$ cat config.mk
export PLATFORM = sky130hd
export DESIGN_NAME = eau_core
export DESIGN_NICKNAME = d
export VERILOG_FILES = /design/src/eau_pkg.sv /design/src/eau_add16.sv /design/src/eau_core.sv
export SDC_FILE = /design/constraint.sdc
export NUM_CORES = 1
export LEC_CHECK = 0
export BUFFER_PORTS_ARGS = -buffer_cell sky130_fd_sc_hd__clkbuf_2
export CAP_MARGIN = 15
export CORE_ASPECT_RATIO = 0.8
export CORE_MARGIN = 10
export CORE_UTILIZATION = 50
export CTS_CLUSTER_DIAMETER = 80
export DETAILED_ROUTE_END_ITERATION = 6
export PLACE_DENSITY = 0.73
export SYNTH_ARGS = -nofsm -noshare
export SYNTH_HDL_FRONTEND = slang
export SYNTH_HIERARCHICAL = 1
export SYNTH_SLANG_ARGS = --single-unit
$ cat constraint.sdc
create_clock -name clk_sys_i -period 6.1 [get_ports clk_sys_i]
set_input_delay 0.915 -clock clk_sys_i [delete_from_list [all_inputs] [get_ports clk_sys_i]]
set_output_delay 0.915 -clock clk_sys_i [all_outputs]
set_load 0.01 [all_outputs]
$ cat src/eau_pkg.sv
// eau_pkg.sv: types and constants shared by the effective address unit
// assumes a 16-bit address space and one operating clock for the cpu
package eau_pkg;

  // --------------------------------------------------------------------
  // addressing modes and instruction classes
  // --------------------------------------------------------------------
  typedef enum logic [3:0] {
    EAU_M_REG_DIRECT   = 4'h0,
    EAU_M_REG_INDIRECT = 4'h1,
    EAU_M_DISP16       = 4'h2,
    EAU_M_POST_INC     = 4'h3,
    EAU_M_PRE_DEC      = 4'h4,
    EAU_M_ABS8         = 4'h5,
    EAU_M_ABS16        = 4'h6,
    EAU_M_IMM8         = 4'h7,
    EAU_M_IMM16        = 4'h8,
    EAU_M_PC_REL       = 4'h9,
    EAU_M_MEM_IND      = 4'ha
  } eau_mode_e;

  typedef enum logic [3:0] {
    EAU_C_MOVE_BYTE              = 4'h0,
    EAU_C_MOVE_WORD              = 4'h1,
    EAU_C_JUMP                   = 4'h2,
    EAU_C_JUMP_TO_SUBROUTINE     = 4'h3,
    EAU_C_BRANCH_COND            = 4'h4,
    EAU_C_BRANCH_TO_SUBROUTINE   = 4'h5,
    EAU_C_ALU_IMM                = 4'h6,
    EAU_C_ALU_REG                = 4'h7,
    EAU_C_ADDRESS_ADD_SMALL      = 4'h8,
    EAU_C_ADDRESS_SUBTRACT_SMALL = 4'h9,
    EAU_C_BIT_REG_OK             = 4'ha,
    EAU_C_BIT_IMM_ONLY           = 4'hb
  } eau_class_e;

  typedef enum logic [2:0] {
    EAU_S_IDLE  = 3'h1,
    EAU_S_CALC  = 3'h2,
    EAU_S_FETCH = 3'h4
  } eau_fsm_e;

  // --------------------------------------------------------------------
  // constants
  // --------------------------------------------------------------------
  localparam logic [7:0]  EAU_ABS8_PAGE     = 8'hff;
  localparam logic [7:0]  EAU_INDIRECT_PAGE = 8'h00;
  localparam logic [15:0] EAU_STEP_BYTE     = 16'h0001;
  localparam logic [15:0] EAU_STEP_WORD     = 16'h0002;
  localparam logic [15:0] EAU_DEC_BYTE      = 16'hffff;
  localparam logic [15:0] EAU_DEC_WORD      = 16'hfffe;
  localparam logic [15:0] EAU_PERIPH_BASE   = 16'hff80;
  localparam logic [1:0]  EAU_STATES_MEM    = 2'h2;
  localparam logic [1:0]  EAU_STATES_PERIPH = 2'h3;
  localparam int          EAU_BIT_LO        = 4;
  localparam int          EAU_BIT_HI        = 6;

  // --------------------------------------------------------------------
  // carriers
  // --------------------------------------------------------------------
  typedef struct packed {
    eau_class_e  cls;
    eau_mode_e   mode;
    logic        store;
    logic        small_two;
    logic        bit_from_reg;
    logic        bit_in_byte4;
    logic [15:0] reg_val;
    logic [7:0]  bit_reg;
    logic [7:0]  byte2;
    logic [15:0] ext_word;
    logic [15:0] pc;
  } eau_req_s;

  typedef struct packed {
    logic [15:0] ea;
    logic [15:0] operand;
    logic        in_memory;
    logic        wb_en;
    logic [15:0] wb_val;
    logic [2:0]  bit_num;
    logic        illegal;
    logic        lsb_forced;
    logic [1:0]  states;
  } eau_rsp_s;

  typedef struct packed {
    eau_fsm_e    fsm;
    eau_req_s    req;
    eau_rsp_s    rsp;
    logic        rsp_valid;
    logic [15:0] bus_addr;
    logic [1:0]  cnt;
    logic [1:0]  nstates;
  } eau_state_s;

endpackage : eau_pkg

$ cat src/eau_add16.sv
// eau_add16.sv: 16-bit address adder, wraps silently
// assumes operands come from logic on the same clock
`timescale 1ns/1ns
module eau_add16 (
  input  wire logic [15:0] a_i,
  input  wire logic [15:0] b_i,
  output logic      [15:0] sum_o
);
  // carry out dropped on purpose: address space wraps
  assign sum_o = a_i + b_i;
endmodule : eau_add16

$ cat src/eau_core.sv
// eau_core.sv: operand and branch target address generation
// assumes the decoder holds req_i stable while req_valid_i is high, and
// clk_sys_i is whichever operating clock (system or sub) is selected
//
// Function
// - displacement mode address_add_small 16-bit second word to the selected register
// - displacement mode only for moves; word move needs even address
// - post-increment uses register as address, then address_add_small 1 or 2
// - post-increment only for loading moves; word needs even register
// - pre-decrement subtracts 1 or 2 first, uses and keeps result
// - pre-decrement only for storing moves; word needs even register
// - short absolute forces upper address byte to all ones
// - short absolute for byte moves, bit ops; long for moves, jumps
// - 8-bit immediate from byte 2, 16-bit from bytes 3-4, word moves
// - small address add and subtract carry implicit 1 or 2
// - bit number may come from 3-bit field in byte 2 or 4
// - branches add sign-extended byte 2 displacement to program counter
// - relative reach -126 to +128 bytes; software gives even offsets
// - memory indirect reads word at zero-extended byte 2 address
// - odd branch target or word operand address has bit 0 cleared
// - alu uses register direct; some byte ops also take immediates
// - data transfers take all modes but relative and memory indirect
// - bit ops use direct, indirect or short absolute; separate bit source
// - sequencing runs on the currently selected operating clock
// - state is one clock period; bus cycle lasts two or three states
// - register indirect uses the register contents as address
// - register direct holds the operand itself, not an address
`timescale 1ns/1ns
module eau_core (
  input  wire logic              clk_sys_i,
  input  wire logic              arst_n_i,
  input  wire logic              req_valid_i,
  input  wire eau_pkg::eau_req_s req_i,
  output logic                   req_ready_o,
  output logic                   rsp_valid_o,
  output eau_pkg::eau_rsp_s      rsp_o,
  output logic                   bus_req_o,
  output logic                   bus_word_o,
  output logic [15:0]            bus_addr_o,
  input  wire logic [15:0]       bus_rdata_i
);

  // --------------------------------------------------------------------
  // helpers
  // --------------------------------------------------------------------
  function automatic logic is_move(input eau_pkg::eau_class_e c);
    is_move = (c == eau_pkg::EAU_C_MOVE_BYTE) ||
              (c == eau_pkg::EAU_C_MOVE_WORD);
  endfunction : is_move

  function automatic logic is_jump(input eau_pkg::eau_class_e c);
    is_jump = (c == eau_pkg::EAU_C_JUMP) ||
              (c == eau_pkg::EAU_C_JUMP_TO_SUBROUTINE);
  endfunction : is_jump

  function automatic logic is_rel(input eau_pkg::eau_class_e c);
    is_rel = (c == eau_pkg::EAU_C_BRANCH_COND) ||
             (c == eau_pkg::EAU_C_BRANCH_TO_SUBROUTINE);
  endfunction : is_rel

  function automatic logic is_bit(input eau_pkg::eau_class_e c);
    is_bit = (c == eau_pkg::EAU_C_BIT_REG_OK) ||
             (c == eau_pkg::EAU_C_BIT_IMM_ONLY);
  endfunction : is_bit

  function automatic logic mode_ok(input eau_pkg::eau_class_e c,
                                   input eau_pkg::eau_mode_e  m,
                                   input logic                st);
    case (m)
      eau_pkg::EAU_M_REG_DIRECT:   mode_ok = !is_rel(c) && !is_jump(c);
      eau_pkg::EAU_M_REG_INDIRECT: mode_ok = is_move(c) || is_bit(c) ||
                                             is_jump(c);
      eau_pkg::EAU_M_DISP16:       mode_ok = is_move(c);
      eau_pkg::EAU_M_POST_INC:     mode_ok = is_move(c) && !st;
      eau_pkg::EAU_M_PRE_DEC:      mode_ok = is_move(c) && st;
      eau_pkg::EAU_M_ABS8:         mode_ok = is_bit(c) ||
                                   (c == eau_pkg::EAU_C_MOVE_BYTE);
      eau_pkg::EAU_M_ABS16:        mode_ok = is_move(c) || is_jump(c);
      eau_pkg::EAU_M_IMM8:         mode_ok = (c == eau_pkg::EAU_C_ALU_IMM) ||
                                   (c == eau_pkg::EAU_C_MOVE_BYTE);
      eau_pkg::EAU_M_IMM16:        mode_ok =
                                   (c == eau_pkg::EAU_C_MOVE_WORD);
      eau_pkg::EAU_M_PC_REL:       mode_ok = is_rel(c);
      eau_pkg::EAU_M_MEM_IND:      mode_ok = is_jump(c);
      default:                     mode_ok = 1'b0;
    endcase
  endfunction : mode_ok

  // peripheral region takes the longer bus cycle
  function automatic logic [1:0] states_for(input logic [15:0] a);
    states_for = (a >= eau_pkg::EAU_PERIPH_BASE) ?
                 eau_pkg::EAU_STATES_PERIPH : eau_pkg::EAU_STATES_MEM;
  endfunction : states_for

  // --------------------------------------------------------------------
  // state and adder
  // --------------------------------------------------------------------
  localparam int EAU_LO = eau_pkg::EAU_BIT_LO;
  localparam int EAU_HI = eau_pkg::EAU_BIT_HI;

  eau_pkg::eau_state_s q;
  eau_pkg::eau_state_s d;
  logic [15:0]         add_a;
  logic [15:0]         add_b;
  logic [15:0]         add_sum;
  logic                word;
  logic                legal;
  logic                mem_op;
  logic                force_even;
  logic [15:0]         raw_ea;
  logic [15:0]         op_val;
  logic [15:0]         even_ea;

  assign word = (q.req.cls == eau_pkg::EAU_C_MOVE_WORD);

  always_comb begin
    add_a = q.req.reg_val;
    add_b = q.req.ext_word;
    case (q.req.mode)
      eau_pkg::EAU_M_POST_INC:
        add_b = word ? eau_pkg::EAU_STEP_WORD : eau_pkg::EAU_STEP_BYTE;
      eau_pkg::EAU_M_PRE_DEC:
        add_b = word ? eau_pkg::EAU_DEC_WORD : eau_pkg::EAU_DEC_BYTE;
      eau_pkg::EAU_M_PC_REL: begin
        // pc is the address after the branch, so reach is -126..+128
        add_a = q.req.pc;
        add_b = {{8{q.req.byte2[7]}}, q.req.byte2};
      end
      default: begin
      end
    endcase
  end

  eau_add16 u_add (
    .a_i   (add_a),
    .b_i   (add_b),
    .sum_o (add_sum)
  );

  // --------------------------------------------------------------------
  // address decode
  // --------------------------------------------------------------------
  always_comb begin
    legal  = mode_ok(q.req.cls, q.req.mode, q.req.store) &&
             !(q.req.bit_from_reg &&
               q.req.cls == eau_pkg::EAU_C_BIT_IMM_ONLY);
    raw_ea = q.req.reg_val;
    op_val = q.req.reg_val;
    mem_op = 1'b1;
    case (q.req.mode)
      eau_pkg::EAU_M_REG_DIRECT: mem_op = 1'b0;
      eau_pkg::EAU_M_DISP16:     raw_ea = add_sum;
      eau_pkg::EAU_M_PRE_DEC:    raw_ea = add_sum;
      eau_pkg::EAU_M_PC_REL:     raw_ea = add_sum;
      eau_pkg::EAU_M_ABS8:
        raw_ea = {eau_pkg::EAU_ABS8_PAGE, q.req.byte2};
      eau_pkg::EAU_M_ABS16:      raw_ea = q.req.ext_word;
      eau_pkg::EAU_M_IMM8: begin
        mem_op = 1'b0;
        op_val = {8'h00, q.req.byte2};
      end
      eau_pkg::EAU_M_IMM16: begin
        mem_op = 1'b0;
        op_val = q.req.ext_word;
      end
      eau_pkg::EAU_M_MEM_IND:
        raw_ea = {eau_pkg::EAU_INDIRECT_PAGE, q.req.byte2};
      default: begin
      end
    endcase
    if (q.req.cls == eau_pkg::EAU_C_ADDRESS_ADD_SMALL ||
        q.req.cls == eau_pkg::EAU_C_ADDRESS_SUBTRACT_SMALL) begin
      op_val = q.req.small_two ? eau_pkg::EAU_STEP_WORD :
                                 eau_pkg::EAU_STEP_BYTE;
    end
    force_even = is_rel(q.req.cls) || is_jump(q.req.cls) ||
                 (word && mem_op);
    even_ea = force_even ? {raw_ea[15:1], 1'b0} : raw_ea;
  end

  // --------------------------------------------------------------------
  // sequencer
  // --------------------------------------------------------------------
  always_comb begin
    d           = q;
    d.rsp_valid = 1'b0;
    unique case (q.fsm)
      eau_pkg::EAU_S_IDLE: begin
        if (req_valid_i) begin
          d.req = req_i;
          d.fsm = eau_pkg::EAU_S_CALC;
        end
      end
      eau_pkg::EAU_S_CALC: begin
        d.rsp.ea         = even_ea;
        d.rsp.operand    = op_val;
        d.rsp.in_memory  = mem_op;
        d.rsp.illegal    = !legal;
        d.rsp.lsb_forced = force_even && raw_ea[0];
        d.rsp.states     = states_for(even_ea);
        d.rsp.wb_val     = add_sum;
        d.rsp.wb_en      = legal &&
                           (q.req.mode == eau_pkg::EAU_M_POST_INC ||
                            q.req.mode == eau_pkg::EAU_M_PRE_DEC);
        if (q.req.bit_from_reg) begin
          d.rsp.bit_num = q.req.bit_reg[2:0];
        end else if (q.req.bit_in_byte4) begin
          d.rsp.bit_num = q.req.ext_word[EAU_HI:EAU_LO];
        end else begin
          d.rsp.bit_num = q.req.byte2[EAU_HI:EAU_LO];
        end
        if (legal && q.req.mode == eau_pkg::EAU_M_MEM_IND) begin
          d.fsm      = eau_pkg::EAU_S_FETCH;
          d.bus_addr = even_ea;
          d.cnt      = 2'h0;
          d.nstates  = states_for(even_ea);
        end else begin
          d.fsm       = eau_pkg::EAU_S_IDLE;
          d.rsp_valid = 1'b1;
        end
      end
      eau_pkg::EAU_S_FETCH: begin
        // one state per rising edge of the operating clock
        d.cnt = q.cnt + 2'h1;
        if (q.cnt == q.nstates - 2'h1) begin
          d.rsp.ea         = {bus_rdata_i[15:1], 1'b0};
          d.rsp.lsb_forced = bus_rdata_i[0];
          d.rsp.states     = states_for({bus_rdata_i[15:1], 1'b0});
          d.fsm            = eau_pkg::EAU_S_IDLE;
          d.rsp_valid      = 1'b1;
        end
      end
      default: d.fsm = eau_pkg::EAU_S_IDLE;
    endcase
  end

  always_ff @(posedge clk_sys_i or negedge arst_n_i) begin
    if (!arst_n_i) begin
      q     <= '0;
      q.fsm <= eau_pkg::EAU_S_IDLE;
    end else begin
      q <= d;
    end
  end

  assign req_ready_o = (q.fsm == eau_pkg::EAU_S_IDLE);
  assign rsp_valid_o = q.rsp_valid;
  assign rsp_o       = q.rsp;
  assign bus_req_o   = (q.fsm == eau_pkg::EAU_S_FETCH);
  assign bus_word_o  = bus_req_o;
  assign bus_addr_o  = q.bus_addr;

  logic ok_q;
  assign ok_q = q.rsp_valid && !q.rsp.illegal;
endmodule : eau_core

==> results of run 1 <==
worst max-delay path: stages (launching register included):
cell      delay, ns
dfrtp_1        0.39
inv_1          0.34
and3_1         0.21
o21ai_0        0.20
nor2b_1        0.23
a221o_1        0.32
ha_1           0.24
fa_1           0.44
a21oi_2        0.20
o221ai_2       0.22
a31o_2         0.32
xor2_1         0.28
o21ai_0        0.12
o22a_1         0.21
o221ai_1       0.57
nand4_1        0.15
or4_1          0.42
o21ai_1        0.14
cell families (layout without fill, tap and decap cells):
kind of cell	count (synthesis)	in the layout	share of synthesized area
compound gates	239	239	0.1840
xor+xnor	13	13	0.01258
fa+ha+maj	16	16	0.02295
buf+inv	150	225	0.09759
flops	152	152	0.4204
mux	99	99	0.1210
simple gates	262	262	0.1416
cell usage in the layout, fill, tap and decap left out, types with 10 or more instances in the layout:
cell | netlist | routed
nor2_1 | 40 | 40
dfrtp_1 | 151 | 151
buf_4 | 75 | 13
a31oi_1 | 10 | 10
a22oi_1 | 16 | 16
nand2_1 | 126 | 126
and2_1 | 17 | 16
a21o_1 | 11 | 11
o221ai_1 | 10 | 10
clkbuf_2 | 2 | 165
nand3_1 | 12 | 12
clkbuf_16 | 0 | 17
mux2i_1 | 16 | 16
a21oi_1 | 36 | 36
mux2_2 | 83 | 83
o21ai_0 | 62 | 62
o211ai_1 | 12 | 12
ha_1 | 15 | 15
nand2b_1 | 11 | 11
inv_1 | 15 | 15
registers in the layout, summed over array words and instances, names as in the netlist:
name and cells:
bus_addr_o 16, q 78, rsp_o 57, rsp_valid_o 1
how the worst max path moves through the flow:
stage,endpoint,cells after the start
floorplan,rsp_o[0]$_DFFE_PN0P_,20
global placement,rsp_o[0]$_DFFE_PN0P_,17
detailed placement,rsp_o[0]$_DFFE_PN0P_,17
CTS,rsp_o[0]$_DFFE_PN0P_,17
global route,rsp_o[0]$_DFFE_PN0P_,18
finish,rsp_o[0]$_DFFE_PN0P_,17
metal layers:
metal | part of all wire | vias to the layer above | global-route usage | wire length [um]
met3 | 0.11 | 21 | 0.07217 | 2852
met1 | 0.47 | 3543 | 0.3192 | 12400
met4 | 0.0084 | 0 | 0.04332 | 219
met5 | 0 | - | 0 | 0
met2 | 0.41 | 365 | 0.3016 | 10750
li1 | - | 3395 | - | -
layout make-up:
class,count,area [um^2],share of cell area
clock buffers,18,439.2,0.04368
clock inverters,13,167.7,0.01668
inverters,15,56.30,0.005600
multi-input cells,629,4370,0.4347
flip-flops and latches,152,3805,0.3784
well taps,225,281.5,0.02800
repair buffers,179,934.6,0.09296
power breakdown:
part	switching, mW	internal, mW
Sequential	0.274	1.30
Clock	0.440	0.657
Combinational	1.29	0.888
Total	2.00	2.84
cell usage after synthesis, types with 4 or more instances:
library cell	count	area, um^2
a21boi_0	5	37.54
buf_1	4	15.01
a21oi_1	36	180.2
nor2_1	40	150.1
a221oi_1	6	52.55
mux2i_1	16	160.2
o221ai_1	10	87.58
dfrtp_1	151	3779
buf_2	17	85.08
a22o_1	8	70.07
clkbuf_1	35	131.4
inv_1	15	56.30
nor3b_1	5	37.54
mux2_2	83	934.7
nand2_1	126	473.0
a21o_1	11	82.58
o21a_1	8	60.06
o21ai_0	62	310.3
a31oi_1	10	62.56
and2_1	17	106.4
o211ai_1	12	90.09
nor3_1	9	45.04
o22a_1	4	35.03
xor2_1	7	61.31
nor4_1	4	25.02
nand3b_1	4	30.03
a221o_1	4	40.04
buf_4	75	563.0
a32oi_1	6	52.55
ha_1	15	187.7
nand3_1	12	60.06
a22oi_1	16	120.1
nand2b_1	11	68.82
xnor2_1	6	52.55
nor2b_1	8	50.05
nand4_1	5	31.28
a21oi_2	4	35.03
o21bai_1	5	37.54
==> reports/qor.csv, run 1 <==
metric;value;unit
Pleak;4.676;nW
VDD IR max;0.2448;mV
Final nets;1105;
synth unique cells;79;
dpl ws;1.201;ns
r2r endpoint;rsp_o[0]$_DFFE_PN0P_;
Clock Latency Late Sink;0.43;ns
Yosys reg bits;152;
hold path startpoint;rsp_o[1]$_DFFE_PN0P_;
Rows;43;
register area share after synthesis;0.4204;
worst hold stages;1;
TritonRoute pass-1 iters;5;
Synth Instances;931;
Period Utilization, post-route;0.8318;
CP Class;reg -> reg;
die extent in y;140.3;um
Inserted Clock Buffers;17;
Final Hold Viols;0;
Placed Area;9448;um^2
global-route wire length before repair;40.84;mm
CP endpoint kind;flip-flop;
PostCTS Resize Cnt;0;
FILL cells;1581;
chip width;170.4;um
Mapped Area;9051;um^2
CTS Hold Bufs;0;
Initial Utilization;0.5161;
post-CTS setup buffer count;0;
critical path required time;6.46;ns
Startpoint Class;flip-flop;
fmax;0.1971;GHz
Slew Limit Fails;0;
synthesized net count;1042;
Avg Synthesized Cell Area;9.722;um^2
WP data arrival;5.43;ns
Hold Crit Endpoint;rsp_o[1]$_DFFE_PN0P_;
n_diodes;0;
H-Tree Depth;4;
R2R cell count;17;
Final Util;0.5733;
Routed WL;26.22;mm
ANT nets after route;0;
Max-cap violations;0;
Clk Tree Root Cell;clkbuf_16;
CP Max Fanout;13;
# DRC;0;
initial antenna violation count;0;
wire length per cell;21.30;um
Worst Setup SP;q[148]$_DFFE_PN0P_;
placed insts;1200;
Final Power;4.844;mW
port bufs;166;
DR iter-0 viols;823;
core area;17540;um^2
PnR worst setup slack;1.026;ns
EDFF count, synth;0;
# IOs;172;
largest net degree at the start of global routing;105;
Final Cell Area;10050;um^2
r2r startpoint;q[148]$_DFFE_PN0P_;
GPL Wtd Cong;0.9679;
Hold WS;0.4695;ns
max_slew headroom;0.3486;
synth warn;6;
Clock Skew;0.01076;ns
clock period minus worst slack;5.074;ns
share of cells above drive strength 1;0.3161;
Area Growth Syn to Fin;11.09;%
vias in the first global route;7088;
CTS tree;done;
endpoints failing setup;0;
fin cells;1231;
DR vias/cell;5.950;
r2r setup slk;1.03;ns
clock transition at the registers of the reported paths;0.07;ns
total negative slack;0;ns
clock tree sinks;152;
Slew @ Worst Pin;0.9771;ns
ys async rst share;1.000;
HP Class;reg -> reg;
HPWL after detailed placement;19.31;mm
RSZ-0062 raised after global routing;false;
Pwr Density;481.8;nW/um^2
GRT Total Usage;0.2175;
Overflow after GRT;0;
status;completed;
CTS Buffer Depth;2;
via count;7324;
Most used DFF post-synth;dfrtp_1;
die area;23920;um^2
(Power assumes the default switching activity.)
==> run 2, diff against run 1 <==
PLACE_DENSITY = 0.76   (was 0.73)
clock period = 4.55 ns   (was 6.1 ns; I/O delays follow)
==> reports/qor.csv, run 2 (same netlist as run 1, synthesis figures left out) <==
metric;value;unit
Overflow after GRT;0;
Slew Limit Fails;0;
wire length per cell;21.19;um
die extent in y;140.3;um
Final Util;0.5902;
number of flip-flops in the largest register;78;
share of cells above drive strength 1;0.3487;
clock period minus worst slack;4.342;ns
DR vias/cell;5.922;
HPWL after detailed placement;19.98;mm
multi-input logic area;4425;um^2
clock tree sinks;152;
Biggest register;q;
CTS tree;done;
Metal-1 WL;12.49;mm
ANT nets after route;0;
Clock Latency Late Sink;0.43;ns
met3 routed WL;2.950;mm
initial antenna violation count;0;
Max-cap violations;0;
endpoints failing setup;0;
CP endpoint kind;flip-flop;
Pwr Density;647.3;nW/um^2
Clock Skew;0.009661;ns
dpl ws;0.02394;ns
max_slew headroom;0.3547;
GPL Wtd Cong;0.9946;
DR iter-0 viols;855;
Final Hold Viols;0;
Rows;43;
CP Class;reg -> reg;
met2 WL post-DR;10.97;mm
CTS Hold Bufs;0;
Period Utilization, post-route;0.9543;
H-Tree Depth;4;
CP Max Fanout;5;
TritonRoute pass-1 iters;5;
Initial Utilization;0.5161;
PnR worst setup slack;0.2081;ns
Slew @ Worst Pin;0.9679;ns
n_diodes;0;
global-route wire length before repair;41.63;mm
Routed WL;26.83;mm
critical path required time;4.91;ns
Clk Tree Root Cell;clkbuf_16;
register area;3805;um^2
CTS Buffer Depth;2;
highest routed layer;met4;
fmax;0.2303;GHz
R2R cell count;18;
GRT Total Usage;0.2203;
vias in the first global route;7407;
die area;23920;um^2
# DRC;0;
FILL cells;1538;
most common cell after layout, fill and taps aside;clkbuf_2;
core area;17540;um^2
Inserted Clock Buffers;17;
most frequent cells in the layout;165 x clkbuf_2, 151 x dfrtp_1, 126 x nand2_1, 83 x mux2_2, 61 x o21ai_0;
largest net degree at the start of global routing;93;
WP data arrival;4.70;ns
Pleak;4.844;nW
via count;7497;
# IOs;172;
status;completed;
chip width;170.4;um
clock transition at the registers of the reported paths;0.07;ns
Startpoint Class;flip-flop;
Final nets;1139;
port bufs;166;
VDD IR max;0.3381;mV
Area Growth Syn to Fin;14.36;%
HP Class;in -> async;
[run 2: cell count changes in the layout (fill, tap and decap cells not counted), moves of 2 or more]
cell	change
buf_4	+30
bufinv_16	-2
nor2_2	+2
xor2_1	-2
inv_8	+2
nor2_1	-2
buf_6	+3
[run 2: timing repair]
item,CTS,global route
setup endpoints to repair,0,1
resized for setup,0,15
buffers inserted,0,1
[run 2: worst max-delay path, stage by stage, from the launching register on]
cell,delay [ns]
dfrtp_1,0.42
buf_4,0.17
nor3b_4,0.34
nor2b_2,0.11
a221o_1,0.31
ha_1,0.25
fa_2,0.39
a21oi_2,0.19
o221ai_2,0.14
buf_4,0.17
a31o_2,0.28
xor2_4,0.18
mux2i_1,0.09
o22a_1,0.20
o221ai_1,0.21
buf_4,0.19
nand4_1,0.09
or4_1,0.39
o21ai_1,0.14
[run 2: cell type report]
cell class / count / share of cell area
Multi-Input combinational cell: 629 / 0.4275
Sequential cell: 152 / 0.3676
Timing Repair Buffer: 213 / 0.1172
Clock buffer: 17 / 0.04110
Tap cell: 225 / 0.02720
Clock inverter: 15 / 0.01390
Inverter: 15 / 0.005439
[run 2: metal layers]
metal  vias to the layer above  track usage
li1                       3467            -
met1                      3645       0.3220
met2                       342       0.3103
met3                        43      0.06262
met4                         0      0.05438
met5                         -            0
[run 2: worst paths after layout]
check	slack (ns)	end	from
setup / recovery	0.21	rsp_o[0]$_DFFE_PN0P_	q[147]$_DFFE_PN0P_
hold / removal	0.31	bus_addr_o[8]$_DFFE_PN0P_	arst_n_i
setup reg to reg	0.21	rsp_o[0]$_DFFE_PN0P_	q[147]$_DFFE_PN0P_
hold reg to reg	0.47	rsp_o[1]$_DFFE_PN0P_	rsp_o[1]$_DFFE_PN0P_
max in group asynchronous	3.29	q[88]$_DFFE_PN0P_	arst_n_i
min in group clk_sys_i	0.47	q[136]$_DFFE_PN0P_	req_i[58]
[run 2: per-stage QoR]
| stage | power [mW] | instance area [um^2] | std cells | setup TNS, ns | hold slack [ns] |
|---|---|---|---|---|---|
| after floorplan | 4.336 | 9051 | 931 | 0 | 0.3869 |
| after global placement | 5.140 | 9708 | 1233 | 0 | 0.4510 |
| after detailed placement | 5.193 | 9708 | 1233 | 0 | 0.4558 |
| after CTS | 6.592 | 10280 | 1265 | 0 | 0.3515 |
| after global routing | 7.103 | 10350 | 1266 | -0.01057 | 0.3876 |
| final | 6.701 | 10350 | 1266 | 0 | 0.3128 |
[run 2: power breakdown]
| group | switching, mW | internal (mW) |
|---|---|---|
| sequential | 0.345 | 1.74 |
| clock | 0.617 | 0.765 |
| combinational | 1.84 | 1.39 |
| total | 2.80 | 3.90 |
